**config.mk**
```make
export PLATFORM = sky130hd
export DESIGN_NAME = radio_mode_control
export DESIGN_NICKNAME = d
export VERILOG_FILES = /design/src/radio_mode_pkg.sv /design/src/radio_mode_control.sv
export SDC_FILE = /design/constraint.sdc
export NUM_CORES = 1
export LEC_CHECK = 0
export ABC_CLOCK_PERIOD_IN_PS = 2600
export BUFFER_PORTS_ARGS = -buffer_cell sky130_fd_sc_hd__buf_4
export CAP_MARGIN = 20
export CORE_ASPECT_RATIO = 1.1
export CORE_MARGIN = 4
export CORE_UTILIZATION = 56
export DETAILED_ROUTE_END_ITERATION = 12
export PLACE_DENSITY = 0.9
export SLEW_MARGIN = 20
export SYNTH_ARGS = -nofsm -noshare
export SYNTH_HDL_FRONTEND = slang
export SYNTH_SLANG_ARGS = --single-unit
```
**constraint.sdc**
```tcl
create_clock -name clk -period 2.6 [get_ports clk]
set_input_delay 0.26 -clock clk [delete_from_list [all_inputs] [get_ports clk]]
set_output_delay 0.26 -clock clk [all_outputs]
set_load 0.01 [all_outputs]
```
**src/radio_mode_pkg.sv**
```systemverilog
package radio_mode_pkg;
  localparam int CLK_MHZ        = 40;
  localparam int HOLD_MIN_US    = 10;
  localparam int CARRIER_MIN_US = 128;
  localparam int SETTLE_MAX_US  = 130;
  localparam int HOLD_CYC       = HOLD_MIN_US * CLK_MHZ;
  localparam int CARRIER_CYC    = CARRIER_MIN_US * CLK_MHZ;
  localparam int SETTLE_CYC     = SETTLE_MAX_US * CLK_MHZ;
  localparam int CNT_W          = 13;
  localparam logic [11:0] BASE_FREQ_MHZ = 12'h0960;
  localparam int CHAN_W         = 7;

  typedef enum logic [2:0] {
    POWER_DOWN, STANDBY_1, STANDBY_2, RX_SETTLE, RX_ACTIVE, TX_SETTLE, TX_ACTIVE
  } mode_type;

  typedef struct packed {
    logic              powerUp;
    logic              primaryRx;
    logic              airRate2m;
    logic [1:0]        txPowerLevel;
    logic [CHAN_W-1:0] channelNumber;
  } config_type;

  typedef struct packed {
    logic [11:0] freqMhz;
    logic        rate2m;
    logic [1:0]  powerCode;
    logic        txOn;
    logic        rxOn;
    logic        synthOn;
  } radio_type;
endpackage : radio_mode_pkg

```
**src/radio_mode_control.sv**
```systemverilog
`timescale 1ns/1ps
module radio_mode_control (
  // Clock and reset
  input  wire logic                     clk,
  input  wire logic                     resetn,
  // Host configuration and activate pin
  input  wire radio_mode_pkg::config_type cfg,
  input  wire logic                     activatePin,
  // FIFO and protocol engine status
  input  wire logic                     txFifoEmpty,
  input  wire logic                     txLoadDone,
  input  wire logic                     packetDone,
  input  wire logic                     autoEngineHold,
  input  wire logic                     rxPacketValid,
  input  wire logic                     addrMatch,
  input  wire logic                     crcOk,
  input  wire logic                     rxFifoFull,
  input  wire logic                     rfSignalPresent,
  // Outputs
  output radio_mode_pkg::mode_type      mode,
  output radio_mode_pkg::radio_type     radio,
  output logic                          rxFifoWrite,
  output logic                          rxPacketDropped,
  output logic                          txFifoPop,
  output logic                          carrierDetectFlag,
  output logic                          hostAccessOk
);
  import radio_mode_pkg::*;

  // Two-flop synchronisers for outside levels
  logic [1:0] pinSync_q, sigSync_q;
  always_ff @(posedge clk or negedge resetn) begin
    if (!resetn) begin
      pinSync_q <= 2'h0;
      sigSync_q <= 2'h0;
    end else begin
      pinSync_q <= {pinSync_q[0], activatePin};
      sigSync_q <= {sigSync_q[0], rfSignalPresent};
    end
  end
  wire activeHigh = pinSync_q[1];
  wire rfSeen     = sigSync_q[1];

  mode_type mode_q, mode_d;
  logic [CNT_W-1:0] holdCnt_q, settleCnt_q, cdCnt_q;
  logic pulseArmed_q, oneShot_q, carrier_q;

  // Activate-high time, armed once it passes the minimum
  wire holdMet = (holdCnt_q >= CNT_W'(HOLD_CYC));
  always_ff @(posedge clk or negedge resetn) begin
    if (!resetn) holdCnt_q <= '0;
    else if (!activeHigh) holdCnt_q <= '0;
    else if (!holdMet) holdCnt_q <= holdCnt_q + 1'b1;
  end

  always_ff @(posedge clk or negedge resetn) begin
    if (!resetn) pulseArmed_q <= 1'b0;
    else if (mode_q != STANDBY_1) pulseArmed_q <= 1'b0;
    else if (holdMet) pulseArmed_q <= 1'b1;
  end

  wire settleDone = (settleCnt_q == CNT_W'(SETTLE_CYC - 1));
  wire isSettle   = (mode_q == RX_SETTLE) || (mode_q == TX_SETTLE);
  always_ff @(posedge clk or negedge resetn) begin
    if (!resetn) settleCnt_q <= '0;
    else if (isSettle && (mode_d == mode_q)) settleCnt_q <= settleCnt_q + 1'b1;
    else settleCnt_q <= '0;
  end

  wire wantRx   = cfg.powerUp && cfg.primaryRx && activeHigh;
  wire txReady  = cfg.powerUp && !cfg.primaryRx && !txFifoEmpty;
  wire finishTx = (mode_q == TX_ACTIVE) && packetDone;

  always_comb begin
    mode_d = mode_q;
    case (mode_q)
      POWER_DOWN: if (cfg.powerUp) mode_d = STANDBY_1;
      STANDBY_1: begin
        if (wantRx) mode_d = RX_SETTLE;
        else if (txReady && (pulseArmed_q || holdMet)) mode_d = TX_SETTLE;
        else if (cfg.powerUp && !cfg.primaryRx && activeHigh && txFifoEmpty)
          mode_d = STANDBY_2;
      end
      STANDBY_2: begin
        if (!activeHigh || cfg.primaryRx) mode_d = STANDBY_1;
        else if (txLoadDone || !txFifoEmpty) mode_d = TX_SETTLE;
      end
      RX_SETTLE: if (settleDone) mode_d = RX_ACTIVE;
      RX_ACTIVE: begin
        if (!activeHigh && !autoEngineHold) mode_d = STANDBY_1;
        else if (!cfg.primaryRx && !autoEngineHold) mode_d = TX_SETTLE;
      end
      TX_SETTLE: if (settleDone) mode_d = TX_ACTIVE;
      TX_ACTIVE: begin
        if (finishTx) begin
          if (!activeHigh || oneShot_q) mode_d = STANDBY_1;
          else if (!txFifoEmpty) mode_d = TX_ACTIVE;
          else mode_d = STANDBY_2;
        end
      end
      default: mode_d = STANDBY_1;
    endcase
    if ((mode_q == TX_SETTLE || mode_q == RX_SETTLE) && !activeHigh) mode_d = STANDBY_1;
    if (cfg.powerUp && mode_q == POWER_DOWN) mode_d = STANDBY_1;
    if (!cfg.powerUp) mode_d = POWER_DOWN;
  end

  // Pulse shorter than packet marks a one-shot send; held pin keeps draining
  always_ff @(posedge clk or negedge resetn) begin
    if (!resetn) oneShot_q <= 1'b0;
    else if (mode_q == STANDBY_1) oneShot_q <= 1'b0;
    else if (mode_q == TX_ACTIVE && !activeHigh) oneShot_q <= 1'b1;
  end

  always_ff @(posedge clk or negedge resetn) begin
    if (!resetn) mode_q <= POWER_DOWN;
    else mode_q <= mode_d;
  end

  always_ff @(posedge clk or negedge resetn) begin
    if (!resetn) begin
      cdCnt_q   <= '0;
      carrier_q <= 1'b0;
    end else if (mode_q != RX_ACTIVE || !rfSeen) begin
      cdCnt_q   <= '0;
      carrier_q <= 1'b0;
    end else if (cdCnt_q < CNT_W'(CARRIER_CYC - 1)) begin
      cdCnt_q   <= cdCnt_q + 1'b1;
    end else begin
      carrier_q <= 1'b1;
    end
  end

  wire goodPacket = (mode_q == RX_ACTIVE) && rxPacketValid && addrMatch && crcOk;
  assign rxFifoWrite     = goodPacket && !rxFifoFull;
  assign rxPacketDropped = goodPacket && rxFifoFull;
  assign txFifoPop       = finishTx;
  assign hostAccessOk    = 1'b1;

  radio_type radio_q;
  always_ff @(posedge clk or negedge resetn) begin
    if (!resetn) radio_q <= '0;
    else begin
      radio_q.freqMhz   <= BASE_FREQ_MHZ + {5'h00, cfg.channelNumber};
      radio_q.rate2m    <= cfg.airRate2m;
      radio_q.powerCode <= cfg.txPowerLevel;
      radio_q.txOn      <= (mode_d == TX_ACTIVE);
      radio_q.rxOn      <= (mode_d == RX_ACTIVE);
      radio_q.synthOn   <= (mode_d == TX_SETTLE) || (mode_d == RX_SETTLE)
                           || (mode_d == TX_ACTIVE) || (mode_d == RX_ACTIVE);
    end
  end
  assign radio             = radio_q;
  assign mode              = mode_q;
  assign carrierDetectFlag = carrier_q;

  // Settle age, kept apart from the settle counter so a broken counter shows
  logic [CNT_W-1:0] settleAge_q;
  always_ff @(posedge clk or negedge resetn) begin
    if (!resetn) settleAge_q <= '0;
    else if (!isSettle) settleAge_q <= '0;
    else if (settleAge_q != '1) settleAge_q <= settleAge_q + 1'b1;
  end
endmodule : radio_mode_control

```
==> results.md <==
- GR met3 Demand/Resource: 5.57%
- Layout area overhead: 17.6%
- Mapped cell area: 3080 µm²
- Initial antenna violation count: 0
- Post-synthesis mux area share: 0%
- Max Cap Viol: 0
- Hold Vio Cnt, Final: 0
- Startpoint Class: flop
- Initial core utilization: 57.5%
- Clock skew after layout: 8.09 ps
- Max-Slew Margin vs Limit: a little under half
- Crit-path cells: or4b_4, nor4_4, nor3_1, nor2_1, nor3_1
- CTS hold repair buffers: 0
- CP Data Required Time: 2770 ps
- Synth warn: 0
- Number of diodes: 0
- Final core occ: 67.7%
- Core area: 5360 µm²
- H-tree levels: 3
- Area of the multi-input gates: ~1400 µm²
- Nets@finish: 376
- Final WS setup: 221 ps
- GRT overflow: 0
- Critical path fanouts, max: 13
- Clk slew on worst S/H paths: 60 ps
- Flop2flop setup slack: about 220 ps
- Bufs on Longest Clock Path: 2
- Dpl hpwl: 4.06 mm
- Placer Congestion: 0.855
- Synth Area in XOR/XNOR: ~7.7%
- Final setup viols: 0
- Slew Limit Fails: 0
- Detailed-route wire length: 6.21 mm
- Placed Instances: 411
- Post-synth EDFFs: 0
- Synth Area in Compound Gates: under 10%
- F_max: 0.420 GHz
- Post-Synth Simple-Gate Area: 24.3%
- GRT busiest layer: met2
- DR DRC count: 0
- CP max-delay cell: nor2_1
- CTS tree: yes
- Post-CTS setup buffers: 0
- Post_cts resized: 0
- Post-synth top cells: dfrtp_1 (64), nor2_1 (26), xnor2_1 (20)
- First-pass GRT wire length: 11.0 mm
- Family with the most delay on the worst path: simple AND/OR/NAND/NOR gates
- LEAKAGE: 1.63 nW
- Fin crit period: 2380 ps
- Number of global-route vias before repair: 2,522
- Via-to-Cell Ratio: 5.60
- Slew @ Worst Pin: 814 ps
- Worst setup EP type: flop
- Status: completed
- Worst min path class: primary input to async pin
- RSZ-0062 raised after global routing: false
- Most used DFF post-synth: dfrtp_1
- Syn_area_per_cell: about 10 µm²
- Die width: about 79 µm
- Post-synthesis sequential area ratio: 51.9%
- Most frequent CP cell: nor3_1
- Place WS: 271 ps
- Buffers on Ports: 46
- Num Clock Sinks: 64
- Synthesized flop and latch total: 64
- Largest cells by area after synthesis: dfrtp_1 (52%), xnor2_1 (5.7%), nor2_1 (3.2%), nor3_1 (2.8%), and2_1 (2.4%)
- Routed length per instance: ~15 µm
- Fill cells: 398
- Period utilization: 91.5%
- Met2 usage: 35.0%
- Area leader, netlist: dfrtp_1
- Number of cell rows: 28
- Post-synthesis cell type count: 50
- Critical Path AT: 2550 ps
- 1st-iter DRT viols: between 100 and 150
- Slowest Stage Delay on Critical Path: around 640 ps
- Post-Synthesis Cells: between 300 and 400
- I/O pin cnt: 50
- Met1 usage: 24.6%
- Register Area: 1600 µm²
- Ratio of cells with drive above 1 in the final layout: 18.9%
- Clock Root Buffer: clkbuf_8
- Adder-Cell Fraction of Synth Area: 2.03%
- Largest net degree at the start of global routing: 65
- Setup tns final: 0 ps
- Top-count cell post-synth: dfrtp_1
- Final Non-Filler Cells: 425
- DR vias: 2,380
- Clock Latency Late Sink: about 330 ps
- Crit path kind: flop to flop
- Worst path bufs/invs: 0
- Total power: 1.91 mW
- Synth top area share: 51.9%
- Pwr per Cell Area: 528 nW/µm²
- Async set or reset register ratio after synthesis: 100%
- Main combinational cell family by area after synthesis: simple AND/OR/NAND/NOR gates
- Worst vdd ir: 0.469 mV
- Die Area: 6760 µm²
- ANT nets after route: 0
- DR pass1 iterations: 4
- Die Y: 85.8 µm
- TritonCTS buffer count: 9
- GRT Total Usage: 20.8%
-- final timing paths --
kind / start / end / cells past startpoint
max in group asynchronous: resetn / settleCnt_q[0] / 1
min in group clk: rfSignalPresent / sigSync_q[0] / 1
setup reg to reg: settleCnt_q[4] / settleCnt_q[11] / 5
hold / removal: resetn / radio[7] / 1
hold reg to reg: pinSync_q[0] / pinSync_q[1] / 0
setup / recovery: settleCnt_q[4] / settleCnt_q[11] / 5
-- flip-flops by register name, indices dropped and copies added (netlist names), 2 cells and up --
name	count
holdCnt_q	13
mode	3
settleCnt_q	13
pinSync_q	2
sigSync_q	2
radio	15
cdCnt_q	13
-- through the flow --
| stage | hold slack [ps] | instance area, µm² |
|---|---|---|
| 3_5_place_dp | 336 | 3450 |
| 2_1_floorplan | -35.6 | 3090 |
| 6_report | 6.02 | 3630 |
| 5_1_grt | 10.6 | 3630 |
| 4_1_cts | 19.2 | 3630 |
| 3_3_place_gp | 332 | 3450 |
-- per-layer routing --
layer | vias up | wire length (µm)
met5 | - | 0
met4 | 0 | 126
met3 | 17 | 360
met2 | 77 | 3210
met1 | 1153 | 2510
li1 | 1133 | -
-- placed cells by master (no fill, tap or decap), drive strengths merged, types with 2 or more instances in the layout --
cell type | synthesis | final
and2 | 13 | 13
nand3b | 2 | 2
a221o | 2 | 2
o211ai | 2 | 2
ha | 5 | 5
or3b | 3 | 3
a21boi | 3 | 3
nor2b | 6 | 6
conb | 2 | 4
o21ai | 8 | 8
nor4 | 4 | 4
nor3b | 3 | 3
or3 | 4 | 4
nand3 | 10 | 10
dfrtp | 64 | 64
xor2 | 7 | 7
clkbuf | 6 | 14
nand2b | 6 | 6
and4 | 2 | 2
nor3 | 17 | 17
nor4bb | 2 | 2
a21oi | 12 | 12
nand2 | 15 | 15
o21a | 3 | 3
nor2 | 26 | 26
nand4 | 11 | 11
and3 | 6 | 6
buf | 10 | 48
inv | 13 | 13
xnor2 | 20 | 20
o31ai | 2 | 2
-- final cells by class --
| type | count | area share [%] |
|---|---|---|
| Clock buffer | 14 | 4.76 |
| Inverter | 13 | 1.35 |
| Multi-Input combinational cell | 211 | 37.2 |
| Sequential cell | 64 | 44.2 |
| Tap cell | 75 | 2.59 |
| Timing Repair Buffer | 48 | 9.93 |
-- logic make-up (layout without fill, tap and decap cells) --
kind of cell,Yosys count,after routing
simple gates,133,133
flops,64,64
compound gates,42,42
buf+inv,29,75
xor+xnor,27,27
fa+ha+maj,5,5
other cells,2,4
-- report_power, final --
part / switching [mW] / internal (mW)
logic: 0.0648 / 0.0590
registers: 0.0169 / 1.01
clock network: 0.345 / 0.415
total: 0.426 / 1.49
-- worst register-to-register path, cell delays in order, from the launching register on --
cell	delay, ps
dfrtp_1	440
or4b_4	570
nor4_4	350
nor3_1	80
nor2_1	640
nor3_1	140
Note: power is estimated with default switching activity, not from simulation.
